File: src/rtl/irq_unit_pkg.sv
package irq_unit_pkg;

    localparam int unsigned num_sources = 6;
    localparam int unsigned mask_width  = 4;
    localparam int unsigned vec_width   = 12;
    localparam int unsigned ack_cycles  = 2;

    // latch index of each source
    localparam int unsigned src_ext_high = 5;
    localparam int unsigned src_serial   = 4;
    localparam int unsigned src_timer1   = 3;
    localparam int unsigned src_timer2   = 2;
    localparam int unsigned src_tick     = 1;
    localparam int unsigned src_ext_low  = 0;

    // mask bit positions
    localparam int unsigned mask_serial  = 3;
    localparam int unsigned mask_timer1  = 2;
    localparam int unsigned mask_timer2  = 1;
    localparam int unsigned mask_ext_low = 0;

    // entry addresses
    localparam logic [11:0] vec_ext_high = 12'h002;
    localparam logic [11:0] vec_serial   = 12'h004;
    localparam logic [11:0] vec_timer1   = 12'h006;
    localparam logic [11:0] vec_timer2   = 12'h008;
    localparam logic [11:0] vec_tick     = 12'h00a;
    localparam logic [11:0] vec_ext_low  = 12'h00c;

    // reset values
    localparam logic [3:0] mask_reset   = 4'h0;
    localparam logic [5:0] latch_reset  = 6'h00;
    localparam logic       master_reset = 1'b0;
    localparam logic [11:0] vec_reset   = 12'h000;

    // latch-clear instruction kinds
    typedef enum logic [1:0] {
        clr_none,
        clr_only,
        clr_enable,
        clr_disable
    } clear_op_type;

endpackage

File: src/rtl/irq_unit.sv
`timescale 1ns/1ps
module irq_unit
    import irq_unit_pkg::*;
(
    input  wire logic                              sys_clk_i,
    input  wire logic                              rst_i,
    input  wire logic                              ext_irq_high_n_i,
    input  wire logic                              ext_irq_low_n_i,
    input  wire logic                              serial_irq_i,
    input  wire logic                              timer1_overflow_irq_i,
    input  wire logic                              timer2_overflow_irq_i,
    input  wire logic                              interval_tick_irq_i,
    input  wire logic                              boundary_i,
    input  wire logic                              exchange_op_i,
    input  wire logic [irq_unit_pkg::mask_width-1:0] acc_data_i,
    input  wire irq_unit_pkg::clear_op_type        clear_op_i,
    input  wire logic [irq_unit_pkg::num_sources-1:0] clear_field_i,
    input  wire logic                              return_from_service_i,
    output logic [irq_unit_pkg::mask_width-1:0]    mask_read_o,
    output logic                                   master_interrupt_enable_o,
    output logic [irq_unit_pkg::num_sources-1:0]   request_latch_o,
    output logic                                   ack_busy_o,
    output logic                                   push_pc_flags_o,
    output logic                                   load_vector_o,
    output logic [irq_unit_pkg::vec_width-1:0]     vector_o,
    output logic                                   set_status_flag_o,
    output logic                                   restore_pc_flags_o
);
    import irq_unit_pkg::*;

    typedef enum logic [1:0] {
        st_idle,
        st_ack1,
        st_ack2
    } ack_state_type;

    ack_state_type state;
    ack_state_type next_state;

    logic [5:0]  latch;
    logic [3:0]  mask;
    logic        master;
    logic [5:0]  set_req;
    logic [5:0]  enabled;
    logic [5:0]  winner;
    logic [5:0]  keep;
    logic        accept;
    logic [11:0] win_vec;
    logic        high_fall;
    logic        low_fall;

    logic        at_boundary;
    logic        any_enabled;
    logic [5:0]  accept_clear;
    logic        cmd_clear;
    logic        cmd_enable;
    logic        cmd_disable;
    logic [5:0]  next_latch;
    logic [3:0]  next_mask;
    logic [3:0]  next_mask_read;
    logic        next_master;
    logic        next_ack_busy;
    logic        next_push;
    logic        next_load;
    logic        next_set_status;
    logic        next_restore;
    logic [11:0] next_vector;

    pin_fall_detect high_edge (
        .sys_clk_i (sys_clk_i),
        .rst_i     (rst_i),
        .pin_i     (ext_irq_high_n_i),
        .fall_o    (high_fall)
    );

    pin_fall_detect low_edge (
        .sys_clk_i (sys_clk_i),
        .rst_i     (rst_i),
        .pin_i     (ext_irq_low_n_i),
        .fall_o    (low_fall)
    );

    // priority pick, highest rank wins
    function automatic logic [5:0] pick(input logic [5:0] req);
        logic [5:0] one;
        one = 6'h00;
        for (int i = 5; i >= 0; i--) begin
            if (req[i] && one == 6'h00) begin
                one[i] = 1'b1;
            end
        end
        return one;
    endfunction

    // vector for a one-hot winner
    function automatic logic [11:0] vec_of(input logic [5:0] sel);
        logic [11:0] v;
        v = vec_ext_low;
        if (sel[src_ext_high]) v = vec_ext_high;
        else if (sel[src_serial]) v = vec_serial;
        else if (sel[src_timer1]) v = vec_timer1;
        else if (sel[src_timer2]) v = vec_timer2;
        else if (sel[src_tick]) v = vec_tick;
        return v;
    endfunction

    // source requests, external ones on falling pin edges
    assign set_req[src_ext_high] = high_fall;
    assign set_req[src_serial]   = serial_irq_i;
    assign set_req[src_timer1]   = timer1_overflow_irq_i;
    assign set_req[src_timer2]   = timer2_overflow_irq_i;
    assign set_req[src_tick]     = interval_tick_irq_i;
    assign set_req[src_ext_low]  = low_fall;

    // enable gating
    assign enabled[src_ext_high] = latch[src_ext_high] & master;
    assign enabled[src_serial]   = latch[src_serial] & master & mask[mask_serial];
    assign enabled[src_timer1]   = latch[src_timer1] & master & mask[mask_timer1];
    assign enabled[src_timer2]   = latch[src_timer2] & master & mask[mask_timer2];
    assign enabled[src_tick]     = latch[src_tick] & master & mask[mask_timer2];
    assign enabled[src_ext_low]  = latch[src_ext_low] & master & mask[mask_ext_low];

    assign winner  = pick(enabled);
    assign win_vec = vec_of(winner);
    // acceptance only at an instruction boundary while idle
    // boundary_i is ignored while the two acknowledge cycles run
    assign at_boundary     = (state == st_idle) && boundary_i;
    assign any_enabled     = (winner != 6'h00);
    assign accept          = at_boundary && any_enabled;
    assign accept_clear    = accept ? winner : 6'h00;

    // latch-clear command decode
    assign cmd_clear       = (clear_op_i != clr_none);
    assign cmd_enable      = (clear_op_i == clr_enable);
    assign cmd_disable     = (clear_op_i == clr_disable);
    // clear field: 0 clears, 1 keeps
    assign keep            = cmd_clear ? clear_field_i : 6'h3f;

    // only requests set; clears by instruction or acceptance; set wins
    assign next_latch      = (latch & keep & ~accept_clear) | set_req;

    // old mask handed back to the accumulator on exchange
    assign next_mask       = exchange_op_i ? acc_data_i : mask;
    assign next_mask_read  = exchange_op_i ? mask : mask_read_o;

    // sequencer strobes; only pc and flags handled
    assign next_ack_busy   = accept || (state == st_ack1);
    assign next_push       = accept;
    assign next_load       = (state == st_ack1);
    assign next_set_status = (state == st_ack1);
    assign next_restore    = return_from_service_i;
    // vector held until the next acceptance
    assign next_vector     = accept ? win_vec : vector_o;

    // two-cycle acknowledge sequencer
    always_comb begin
        case (state)
            st_idle: next_state = accept ? st_ack1 : st_idle;
            st_ack1: next_state = st_ack2;
            st_ack2: next_state = st_idle;
            default: next_state = st_idle;
        endcase
    end

    // acceptance outranks return and enable, which outrank disable
    always_comb begin
        if (accept) begin
            next_master = 1'b0;
        end else if (return_from_service_i || cmd_enable) begin
            next_master = 1'b1;
        end else if (cmd_disable) begin
            next_master = 1'b0;
        end else begin
            next_master = master;
        end
    end

    // registered state
    always_ff @(posedge sys_clk_i) begin
        if (rst_i) begin
            state <= st_idle;
        end else begin
            state <= next_state;
        end
    end

    // latch, mask and master enable registers
    always_ff @(posedge sys_clk_i) begin
        if (rst_i) begin
            latch <= latch_reset;
        end else begin
            latch <= next_latch;
        end
    end

    always_ff @(posedge sys_clk_i) begin
        if (rst_i) begin
            mask <= mask_reset;
        end else begin
            mask <= next_mask;
        end
    end

    always_ff @(posedge sys_clk_i) begin
        if (rst_i) begin
            master <= master_reset;
        end else begin
            master <= next_master;
        end
    end

    // registered outputs, each straight from its own flip-flop
    always_ff @(posedge sys_clk_i) begin
        if (rst_i) begin
            mask_read_o <= mask_reset;
        end else begin
            mask_read_o <= next_mask_read;
        end
    end

    always_ff @(posedge sys_clk_i) begin
        if (rst_i) begin
            master_interrupt_enable_o <= master_reset;
        end else begin
            master_interrupt_enable_o <= master;
        end
    end

    always_ff @(posedge sys_clk_i) begin
        if (rst_i) begin
            request_latch_o <= latch_reset;
        end else begin
            request_latch_o <= latch;
        end
    end

    always_ff @(posedge sys_clk_i) begin
        if (rst_i) begin
            ack_busy_o <= 1'b0;
        end else begin
            ack_busy_o <= next_ack_busy;
        end
    end

    always_ff @(posedge sys_clk_i) begin
        if (rst_i) begin
            push_pc_flags_o <= 1'b0;
        end else begin
            push_pc_flags_o <= next_push;
        end
    end

    always_ff @(posedge sys_clk_i) begin
        if (rst_i) begin
            load_vector_o <= 1'b0;
        end else begin
            load_vector_o <= next_load;
        end
    end

    always_ff @(posedge sys_clk_i) begin
        if (rst_i) begin
            set_status_flag_o <= 1'b0;
        end else begin
            set_status_flag_o <= next_set_status;
        end
    end

    always_ff @(posedge sys_clk_i) begin
        if (rst_i) begin
            vector_o <= vec_reset;
        end else begin
            vector_o <= next_vector;
        end
    end

    always_ff @(posedge sys_clk_i) begin
        if (rst_i) begin
            restore_pc_flags_o <= 1'b0;
        end else begin
            restore_pc_flags_o <= next_restore;
        end
    end
endmodule // irq_unit

File: src/rtl/pin_fall_detect.sv
`timescale 1ns/1ps
module pin_fall_detect (
    input  wire logic sys_clk_i,
    input  wire logic rst_i,
    input  wire logic pin_i,
    output logic      fall_o
);
    logic sync1;
    logic sync2;
    logic last;

    // two-stage synchroniser, then edge compare on the second stage only
    always_ff @(posedge sys_clk_i) begin
        if (rst_i) begin
            sync1 <= 1'b1;
            sync2 <= 1'b1;
            last  <= 1'b1;
            fall_o <= 1'b0;
        end else begin
            sync1 <= pin_i;
            sync2 <= sync1;
            last  <= sync2;
            fall_o <= last & ~sync2;
        end
    end
endmodule // pin_fall_detect

File: config.mk
export PLATFORM = sky130hd
export DESIGN_NAME = irq_unit
export DESIGN_NICKNAME = d
export VERILOG_FILES = /design/src/rtl/irq_unit_pkg.sv /design/src/rtl/irq_unit.sv /design/src/rtl/pin_fall_detect.sv
export SDC_FILE = /design/constraint.sdc
export NUM_CORES = 1
export LEC_CHECK = 0
export BUFFER_PORTS_ARGS = -buffer_cell sky130_fd_sc_hd__buf_4
export CAP_MARGIN = 10
export CORE_MARGIN = 2
export CORE_UTILIZATION = 35
export DETAILED_ROUTE_END_ITERATION = 8
export PLACE_DENSITY = 0.61
export SLEW_MARGIN = 20
export SYNTH_ARGS = -nofsm -noshare
export SYNTH_HDL_FRONTEND = slang
export SYNTH_SLANG_ARGS = --single-unit
export TNS_END_PERCENT = 10
File: constraint.sdc
create_clock -name sys_clk_i -period 1.5 [get_ports sys_clk_i]
set_input_delay 0.075 -clock sys_clk_i [delete_from_list [all_inputs] [get_ports sys_clk_i]]
set_output_delay 0.075 -clock sys_clk_i [all_outputs]
set_load 0.005 [all_outputs]
==> summary.md, run 1 <==
| Metric | Value |
|---|---|
| Result of the run | `completed` |
| Number of buffers on the longest clock path | `2` |
| Most used DFF post-synth | `dfxtp_1` |
| Total Negative Setup Slacks | `0 ps` |
| Dominant cell by count in the synthesized netlist | `dfxtp_1` |
| Routed via count divided by cell count | `4.58` |
| RSZ-0062 raised after global routing | `no` |
| Placeable core region | `3740 µm²` |
| Die footprint | `4510 µm²` |
| DRC violations left | `0` |
| Vias in the first global route | `1,073` |
| Sequential-to-total area share from yosys stat | `54.4%` |
| Maximum number of pins on one net before global-route repair | `31` |
| Termination of the worst setup path | `ack_busy_o` |
| Count of instances resized after the clock tree is built | `0` |
| Hold Crit Class | `in2reg` |
| Site Rows | `22` |
| Setup Fix Bufs, Post-CTS | `0` |
| Final routed wirelength across all metal layers | `2950 µm` |
| CP startpoint | `mask[2]` |
| Reg clk slew, reported paths | `70 ps` |
| Tot GR Track Use | `14.3%` |
| Root buf cell | `clkbuf_8` |
| Clock tree from TritonCTS | `built` |
| Max-cap viol count | `0` |
| Initial Utilization | `37.3%` |
| Global-route wire length before repair | `4800 µm` |
| Count of routing violations after the opening detailed-route iteration | `33` |
| Power density over the cells | `1080 nW/µm²` |
| Detailed-routed wire length on met3 | `159 µm` |
| Total power consumption of the routed design | `1.99 mW` |
| Detailed placement HPWL | `2310 µm` |
| Synthesis Warnings | `0` |
| Area grow syn2layout | `31.6%` |
| Cell count of the worst reg-to-reg path | `4` |
| Instance count of the mapped netlist | `139` |
| Most area-consuming cells after synthesis | `dfxtp_1 (54%), mux2i_1 (5.7%), buf_4 (5.4%)` |
| Buffers added on ports | `41` |
| Number of antenna violations at the first check in global routing | `0` |
| Endpoints failing setup | `0` |
| Number of standard cells in the final layout excluding fillers | `235` |
| Routed length per instance | `12.5 µm` |
| Avg Cell Area, Syn | `10.1 µm²` |
| CP required | `1680 ps` |
| Startpoint class of the critical path | `register` |
| Boundary Pins | `51` |
| Category of the critical setup timing path | `reg2reg` |
| Unique masters post-synth | `30` |
| Placer's final routability congestion estimate | `0.831` |
| Detailed route wirelength on metal2 | `1540 µm` |
| Number of enable-type register cells in the synthesized netlist | `0` |
| Number of iterations in the first detailed-routing pass | `4` |
| Final count of pins violating max slew | `0` |
| Leakage | `0.829 nW` |
| Clock latency on the worst-skew pair | `280 ps` |
| Final global-route overflow total | `0` |
| Total routed wire length on the met1 layer | `1220 µm` |
| Worst reg2reg startpoint | `mask[2]` |
| Share of the cycle needed by the critical path after routing | `94.8%` |
| Worst path arrival time | `1600 ps` |
| Horizontal extent of the die | `67.2 µm` |
| H-tree depth | `2` |
| Proportion of netlist area held by the largest area contributor | `54.4%` |
| Floorplan die height | `67.2 µm` |
| Critical path fanouts, max | `7` |
| Worst R2R End | `ack_busy_o` |
| Layout cells sized above 1 | `33.2%` |
| FF+latch count, synth | `38` |
| Worst reg2reg setup slack | `80 ps` |
| Total clock buffers created by CTS | `5` |
| Uppermost signal routing layer after detailed routing | `met4` |
| Cells after DPL | `225` |
| Post-Synthesis Cell Area | `1400 µm²` |
| Peak supply drop | `0.533 mV` |
| Endpoint class of the critical path | `register` |
| Final period demand of the worst path | `1420 ps` |
| Leading area contributor after synthesis | `dfxtp_1` |
| Antenna diode count | `0` |
| Final Skew | `4.38 ps` |
| Commonest cells post-synth | `dfxtp_1 (38), nor2_1 (16), buf_4 (10)` |
| Layout net count | `209` |
| Fraction of synthesis flops using an asynchronous set or reset pin | `0%` |
| Overall via count from detail_route | `1,076` |
| Final-report hold violation count | `0` |
| Routed Antenna Nets | `0` |
| CTS sink cnt | `38` |
| Max Clk Rate | `703 MHz` |
repair_timing:
action,in CTS,in global routing
endpoints found under the setup margin,0,0
hold buffers,2,0
hold endpoints to repair,2,0
through the flow:
stage | cell area [µm²] | setup slack (ps) | util [%] | hold slack [ps]
global placement | 1730 | 143 | 46.2 | 262
CTS | 1840 | 72.6 | 49.1 | 0.0239
global route | 1840 | 26.2 | 49.1 | 2.06
floorplan | 1430 | 156 | - | 179
finish | 1840 | 77.4 | 49.1 | 3.75
detailed placement | 1730 | 84.7 | 46.2 | 266
critical path: stages, from the launching register on:
cell,delay (ps)
dfxtp_1,370
a221oi_4,370
a31oi_4,170
and2_4,190
or2_1,210
cell families after synthesis:
family                 synth area share (%)
flip-flops                             54.4
AO/OA/AOI/OAI                          14.2
buffers and inverters                  8.33
multiplexers                           5.73
AND/OR/NAND/NOR                        17.0
other                                 0.268
metal layers:
| metal | up-vias | GRT usage, % |
|---|---|---|
| li1 | 543 | - |
| met4 | 0 | 5.87 |
| met1 | 502 | 15.4 |
| met5 | - | 0 |
| met3 | 3 | 3.83 |
| met2 | 28 | 26.4 |
area by class of cell:
type                       instances  area (µm²)
fill                             371        1900
sequential                        38         761
multi-input combinational         88         551
timing repair buffer              46         350
clock buffer                       7        86.3
tap                               48        60.1
inverter                           7        26.3
clock inverter                     1        5.00
power breakdown:
| group | internal [mW] | switching [mW] |
|---|---|---|
| clock | 0.370 | 0.333 |
| sequential | 1.05 | 0.0318 |
| combinational | 0.112 | 0.0869 |
| total | 1.53 | 0.452 |
flip-flops by register name (all words and copies together) (netlist names), 3 cells and up:
register and count:
vector_o 3, mask_read_o 4, mask 4, request_latch_o 6, latch 6
how the worst min path moves through the flow:
stage | start | to | depth (start not counted)
floorplan | ext_irq_high_n_i | high_edge.sync1 | 1
global placement | ext_irq_low_n_i | low_edge.sync1 | 2
detailed placement | ext_irq_high_n_i | high_edge.sync1 | 2
CTS | timer1_overflow_irq_i | latch[3] | 2
global route | timer2_overflow_irq_i | latch[2] | 2
finish | timer1_overflow_irq_i | latch[3] | 2
cell usage in the layout, fill, tap and decap left out, drive strengths merged, types with 7 or more instances in the layout:
master / netlist / routed
inv: 7 / 7
dfxtp: 38 / 38
buf: 10 / 44
nor2b: 7 / 7
nor2: 16 / 16
conb: 1 / 9
clkbuf: 4 / 7
or2: 7 / 7
a21oi: 8 / 8
mux2i: 8 / 8
Power figures use the tool's default switching activity.
==> run 2: changes to the inputs <==
--- a/config.mk
+++ b/config.mk
@@ -11,6 +11,7 @@
 export CORE_UTILIZATION = 35
 export DETAILED_ROUTE_END_ITERATION = 8
 export PLACE_DENSITY = 0.61
+export SKIP_LAST_GASP = 1
 export SLEW_MARGIN = 20
 export SYNTH_ARGS = -nofsm -noshare
 export SYNTH_HDL_FRONTEND = slang
==> constraint.sdc (replaced) <==
create_clock -name sys_clk_i -period 1.8 [get_ports sys_clk_i]
set_input_delay 0.09 -clock sys_clk_i [delete_from_list [all_inputs] [get_ports sys_clk_i]]
set_output_delay 0.09 -clock sys_clk_i [all_outputs]
set_load 0.005 [all_outputs]
==> run 2 against run 1 <==
Effect of this change:
- core utilization is 0.33 points lower
- critical path depth stayed put
- combinational power is 19% lower
- total power is 16% lower
- via count is 1.0% higher
- count of clock-buffer cells in the layout stayed put
- global-route usage is 0.055 points higher
==> summary.md, run 2 (synthesis gave the netlist of run 1 again) <==
| Metric | Value |
|---|---|
| Most frequent cells in the layout | `buf_4 (41), dfxtp_1 (38), nor2_1 (16)` |
| Leading registers by flop count | `latch x6, request_latch_o x6` |
| Flop pwr share | `54.3% (-0.3 points)` |
| CP startpoint | `mask[2]` |
| Clock power share | `36.1% (+0.7 points)` |
| Worst reg2reg startpoint | `mask[2]` |
| Endpoint class of the critical path | `register` |
| WP depth | `4 (unchanged)` |
| Combined area of the multi-input logic cells | `551 µm² (unchanged)` |
| Final-report hold violation count | `0 (unchanged)` |
| Root buf cell | `clkbuf_8` |
| Category of the critical setup timing path | `reg2reg` |
| Detailed placement HPWL | `2090 µm (-9.5%)` |
| CTS sink cnt | `38 (unchanged)` |
| Placer's final routability congestion estimate | `0.789 (-5.0%)` |
| Layout cells sized above 1 | `31.9% (-1.3 points)` |
| Die footprint | `4510 µm² (unchanged)` |
| Final Skew | `8.75 ps (+4.37 ps)` |
| Number of antenna violations at the first check in global routing | `0 (unchanged)` |
| Layout net count | `207 (-0.96%)` |
| Routed via count divided by cell count | `4.67 (+1.9%)` |
| Storage element area | `761 µm² (unchanged)` |
| Overall via count from detail_route | `1,087 (+1.0%)` |
| Hold Crit Class | `in2reg` |
| Placeable core region | `3740 µm² (unchanged)` |
| Critical path fanouts, max | `7 (unchanged)` |
| Family of cells with the greatest summed delay on the critical path | `compound AO/OA/AOI/OAI gates` |
| Number of buffers on the longest clock path | `2 (unchanged)` |
| Reg clk slew, reported paths | `80 ps (about the same)` |
| Internal Pwr Total | `1.27 mW (-17%)` |
| Buffers added on ports | `41 (unchanged)` |
| Initial Utilization | `37.3% (unchanged)` |
| Global-route wire length before repair | `4670 µm (-2.6%)` |
| Antenna diode count | `0 (unchanged)` |
| Vias in the first global route | `1,048 (-2.3%)` |
| Leakage | `0.820 nW (-1.1%)` |
| Peak supply drop | `0.474 mV (-11%)` |
| List of cells traversed by the critical path | `a221oi_4, a31oi_4, and2_4, or2_1` |
| Commonest non-fill, non-tap cell in the layout | `buf_4` |
| Start point of the worst hold path | `timer1_overflow_irq_i` |
| Net switching power | `0.388 mW (-14%)` |
| Number of iterations in the first detailed-routing pass | `4 (unchanged)` |
| Switching power share of the total | `23.3% (+0.57 points)` |
| Power density over the cells | `910 nW/µm² (-16%)` |
| Post-layout util | `48.8% (-0.33 points)` |
| Maximum number of pins on one net before global-route repair | `31 (unchanged)` |
| Endpoints failing setup | `0 (unchanged)` |
| H-tree depth | `2 (unchanged)` |
| Clock tree from TritonCTS | `built` |
| Share of the cycle needed by the critical path after routing | `80.1% (-15 points)` |
| Count of instances resized after the clock tree is built | `0 (unchanged)` |
| Final count of pins violating max slew | `0 (unchanged)` |
| Routed length per instance | `12.4 µm (-0.79%)` |
| Final Cell Area | `1830 µm² (-0.68%)` |
| Count of routing violations after the opening detailed-route iteration | `63 (+91%)` |
| Site Rows | `22 (unchanged)` |
| CP required | `1990 ps (+310 ps)` |
| Horizontal extent of the die | `67.2 µm (unchanged)` |
| Final period demand of the worst path | `1440 ps (+18.7 ps)` |
| Worst Path Buf+Inv | `0 (unchanged)` |
| Clock latency on the worst-skew pair | `290 ps (about the same)` |
| Combinational power share | `9.6% (-0.4 points)` |
| Tot GR Track Use | `14.4% (+0.055 points)` |
| Startpoint class of the critical path | `register` |
| Max Clk Rate | `694 MHz (-1.3%)` |
| Slowest cell delay on critical path | `390 ps (+20 ps)` |
| Floorplan die height | `67.2 µm (unchanged)` |
| Total Negative Setup Slacks | `0 ps (unchanged)` |
| Area grow syn2layout | `30.7%` |
| Routed Antenna Nets | `0 (unchanged)` |
| Max-cap viol count | `0 (unchanged)` |
| Final routed wirelength across all metal layers | `2900 µm (-1.6%)` |
| Cell count of the worst reg-to-reg path | `4 (unchanged)` |
| Filler cell count | `358 (-3.5%)` |
| DRC violations left | `0 (unchanged)` |
| Boundary Pins | `51 (unchanged)` |
| Critical path's slowest cell | `a221oi_4` |
| Post-DP Area | `1710 µm² (-1.3%)` |
| Result of the run | `completed` |
| Worst hold path stage count | `2 (unchanged)` |
| RSZ-0062 raised after global routing | `no` |
| Final global-route overflow total | `0 (unchanged)` |
| Worst path arrival time | `1630 ps (+30 ps)` |
| Total clock buffers created by CTS | `5 (unchanged)` |
run 2: cell count changes in the layout (fill, tap and decap cells not counted), sizes merged:
cell,previous run,this run
buf,44,41
dlygate4sd3,2,3
run 2: metrics by stage:
stage / instances / power, mW / hold slack (ps) / worst slack (ps)
finish: 233 / 1.66 / 27.1 / 359
CTS: 233 / 1.68 / 18.7 / 361
floorplan: 147 / 1.01 / 194 / 456
global placement: 222 / 1.07 / 277 / 397
detailed placement: 222 / 1.08 / 280 / 366
global route: 233 / 1.74 / 21.8 / 268
run 2: path summary, 6_finish.rpt:
check | end | slack (ps)
setup / recovery | ack_busy_o | 360
hold / removal | latch[3] | 30
setup reg to reg | ack_busy_o | 360
hold reg to reg | low_edge.fall_o | 410
run 2: worst reg2reg max path, delay by kind of cell, from the launching register on:
family,cells,cell delay [ps]
AO/OA/AOI/OAI,2,570
AND/OR/NAND/NOR,2,400
flip-flops,1,370
run 2: cell type report:
cell class / count / share of cell area (%)
Timing Repair Buffer: 44 / 18.5
Inverter: 7 / 1.44
Tap cell: 48 / 3.29
Clock buffer: 7 / 4.73
Sequential cell: 38 / 41.6
Clock inverter: 1 / 0.274
Multi-Input combinational cell: 88 / 30.1
run 2: timing repair:
| action | CTS | global route |
|---|---|---|
| endpoints found under the hold margin | 3 | 0 |
| hold buffers | 3 | 0 |
| buffers inserted | 0 | 0 |
run 2: power by group through the flow:
stage / Combinational, mW / Clock [mW] / Sequential (mW)
5_1_grt: 0.177 / 0.660 / 0.906
2_1_floorplan: 0.0941 / 0 / 0.918
4_1_cts: 0.161 / 0.616 / 0.903
6_report: 0.160 / 0.600 / 0.903
3_3_place_gp: 0.152 / 0 / 0.921
3_5_place_dp: 0.155 / 0 / 0.922
run 2: layer usage:
layer	wire (µm)	vias to the layer above	GRT usage, %	share of wire, %
li1	-	533	-	-
met1	1190	497	15.4	41
met2	1380	51	23.5	48
met3	270	6	5.83	9.3
met4	59	0	9.18	2.0
met5	0	-	0	0
==> run 3: changes to the inputs <==
--- a/config.mk
+++ b/config.mk
@@ -10,7 +10,7 @@
 export CORE_MARGIN = 2
 export CORE_UTILIZATION = 35
 export DETAILED_ROUTE_END_ITERATION = 8
-export PLACE_DENSITY = 0.61
+export PLACE_DENSITY = 0.63
 export SKIP_LAST_GASP = 1
 export SLEW_MARGIN = 20
 export SYNTH_ARGS = -nofsm -noshare
==> constraint.sdc (replaced) <==
create_clock -name sys_clk_i -period 1.25 [get_ports sys_clk_i]
set_input_delay 0.0625 -clock sys_clk_i [delete_from_list [all_inputs] [get_ports sys_clk_i]]
set_output_delay 0.0625 -clock sys_clk_i [all_outputs]
set_load 0.005 [all_outputs]
==> run 3 against run 2 <==
Effect of this change:
- the run now ends with setup timing left
- non-clock buffer count increased by 17
- count of clock-buffer cells in the layout decreased by 2
- die area unchanged
- via count increased by 3.0%
- core utilization increased by 3.9 points
- routed wire length increased by 1.4%
- clock power increased by 28%
- critical endpoint unchanged
- largest cell class unchanged
- highest routed layer unchanged
==> summary.md, run 3 (synthesis gave the netlist of run 1 again) <==
| Metric | Value |
|---|---|
| Result of the run | `finished, violations left` |
| Failing checks | `setup timing` |
| Area grow syn2layout | `41.1%` |
| Final period demand of the worst path | `1290 ps (-146 ps)` |
| Commonest non-fill, non-tap cell in the layout | `buf_4` |
| Number of buffers on the longest clock path | `2 (unchanged)` |
| Hold Crit Class | `in2reg` |
| Placeable core region | `3740 µm² (unchanged)` |
| Peak supply drop | `0.937 mV (+98%)` |
| Worst Path Buf+Inv | `0 (unchanged)` |
| Initial Utilization | `37.3% (unchanged)` |
| Share of the cycle needed by the critical path after routing | `104% (+24 points)` |
| Overall via count from detail_route | `1,120 (+3.0%)` |
| Die footprint | `4510 µm² (unchanged)` |
| H-tree depth | `2 (unchanged)` |
| Power density over the cells | `1190 nW/µm² (+31%)` |
| Detailed placement HPWL | `2230 µm (+6.7%)` |
| Routed length per instance | `11.8 µm (-5.1%)` |
| Flop pwr share | `55.1% (+0.8 points)` |
| Maximum number of pins on one net before global-route repair | `19 (-39%)` |
| Vias in the first global route | `1,097 (+4.7%)` |
| Worst path arrival time | `1470 ps (-160 ps)` |
| Final global-route overflow total | `0 (unchanged)` |
| Max-cap viol count | `0 (unchanged)` |
| Max Clk Rate | `772 MHz (+11%)` |
| Routed Antenna Nets | `0 (unchanged)` |
| Category of the critical setup timing path | `reg2reg` |
| Tot GR Track Use | `14.2% (-0.23 points)` |
| Number of antenna violations at the first check in global routing | `0 (unchanged)` |
| Clock power share | `32.7% (-3.4 points)` |
| Clock latency on the worst-skew pair | `280 ps (about the same)` |
| Leakage | `0.901 nW (+9.8%)` |
| Boundary Pins | `51 (unchanged)` |
| Combinational power share | `12.2% (+2.6 points)` |
| Routed via count divided by cell count | `4.50 (-3.6%)` |
| Number of iterations in the first detailed-routing pass | `6 (+2)` |
| RSZ-0062 raised after global routing | `yes` |
| DRC violations left | `0 (unchanged)` |
| Count of routing violations after the opening detailed-route iteration | `31 (-51%)` |
| Reg clk slew, reported paths | `70 ps (about the same)` |
| Buffers added on ports | `41 (unchanged)` |
| Post-layout worst setup margin | `-44.9 ps (-404 ps)` |
| Antenna diode count | `0 (unchanged)` |
| Endpoints failing setup | `4 (+4)` |
| CP required | `1430 ps (-560 ps)` |
| Final count of pins violating max slew | `0 (unchanged)` |
| Final-report hold violation count | `0 (unchanged)` |
| Final Skew | `3.15 ps (-5.60 ps)` |
| Most frequent cells in the layout | `buf_4 (55), dfxtp_1 (36), nor2_1 (16)` |
| Family of cells with the greatest summed delay on the critical path | `compound AO/OA/AOI/OAI gates` |
| Layout net count | `224 (+8.2%)` |
| Worst hold slack | `17.6 ps (-9.50 ps)` |
| Critical path fanouts, max | `5 (-2)` |
| Startpoint class of the critical path | `register` |
| Internal Pwr Total | `1.80 mW (+42%)` |
| Endpoint class of the critical path | `register` |
| Slowest cell delay on critical path | `350 ps (-40 ps)` |
| CTS sink cnt | `38 (unchanged)` |
| Final routed wirelength across all metal layers | `2940 µm (+1.4%)` |
| Root buf cell | `clkbuf_8` |
| Critical path's slowest cell | `dfxtp_4` |
| Total power consumption of the routed design | `2.35 mW (+41%)` |
| Net switching power | `0.546 mW (+41%)` |
| Layout cells sized above 1 | `38.8% (+6.9 points)` |
| Horizontal extent of the die | `67.2 µm (unchanged)` |
| Global-route wire length before repair | `4740 µm (+1.5%)` |
| Clock tree from TritonCTS | `built` |
| List of cells traversed by the critical path | `a221oi_4, a31oi_4, and2_4, or2_1` |
| Total clock buffers created by CTS | `5 (unchanged)` |
| Site Rows | `22 (unchanged)` |
| Leading registers by flop count | `latch x6, request_latch_o x6` |
| Placer's final routability congestion estimate | `0.836 (+6.0%)` |
| Switching power share of the total | `23.2% (-0.11 points)` |
| Floorplan die height | `67.2 µm (unchanged)` |
==> run 3: power groups by stage <==
stage	Combinational [mW]	Clock [mW]	Sequential [mW]
finish	0.288	0.767	1.29
global route	0.319	0.856	1.30
CTS	0.284	0.791	1.29
detailed placement	0.267	0	1.32
global placement	0.261	0	1.32
floorplan	0.136	0	1.32
==> run 3: metrics by stage <==
step / setup TNS, ps / area [µm²] / util [%] / setup slack (ps) / instances
after global placement: -90.2 / 1810 / 48.3 / -41.8 / 235
after global routing: -574 / 1970 / 52.7 / -106 / 249
after floorplan: -50.2 / 1430 / - / -50.2 / 147
after detailed placement: -149 / 1810 / 48.3 / -70.3 / 235
final: -89.2 / 1970 / 52.7 / -44.9 / 249
after CTS: -214 / 1950 / 52.2 / -69.2 / 249
==> run 3: worst register-to-register path, stage by stage (launching register included) <==
cell and delay [ps]:
dfxtp_4 350, a221oi_4 340, a31oi_4 140, and2_4 160, or2_1 200
==> run 3: metal layers <==
layer | vias up | wire length [µm] | global-route usage [%]
met5 | - | 0 | 0
met3 | 2 | 238 | 5.67
met4 | 0 | 23 | 3.06
li1 | 567 | - | -
met1 | 511 | 1310 | 16.4
met2 | 40 | 1360 | 24.6
==> run 3: path summary, 6_finish.rpt <==
check | from | endpoint | slack [ps] | depth (start not counted)
max | mask[2] | ack_busy_o | -40 | 4
min | interval_tick_irq_i | latch[1] | 20 | 3
min reg2reg | high_edge.last | high_edge.fall_o | 410 | 2
max reg2reg | mask[2] | ack_busy_o | -40 | 4
==> run 3: timing repair <==
action / CTS / global route
endpoints found under the setup margin: 5 / 11
gates resized for setup: 1 / 3
hold buffers: 6 / 0
pin swaps: 2 / 3
buffers inserted: 1 / 0
hold endpoints to repair: 6 / 0
==> run 3: layout make-up <==
class,count,area (µm²)
multi-input cells,88,568
clock inverters,2,10.0
fillers,362,1770
clock buffers,5,68.8
repair buffers,61,473
inverters,7,26.3
flip-flops and latches,38,766
well taps,48,60.1
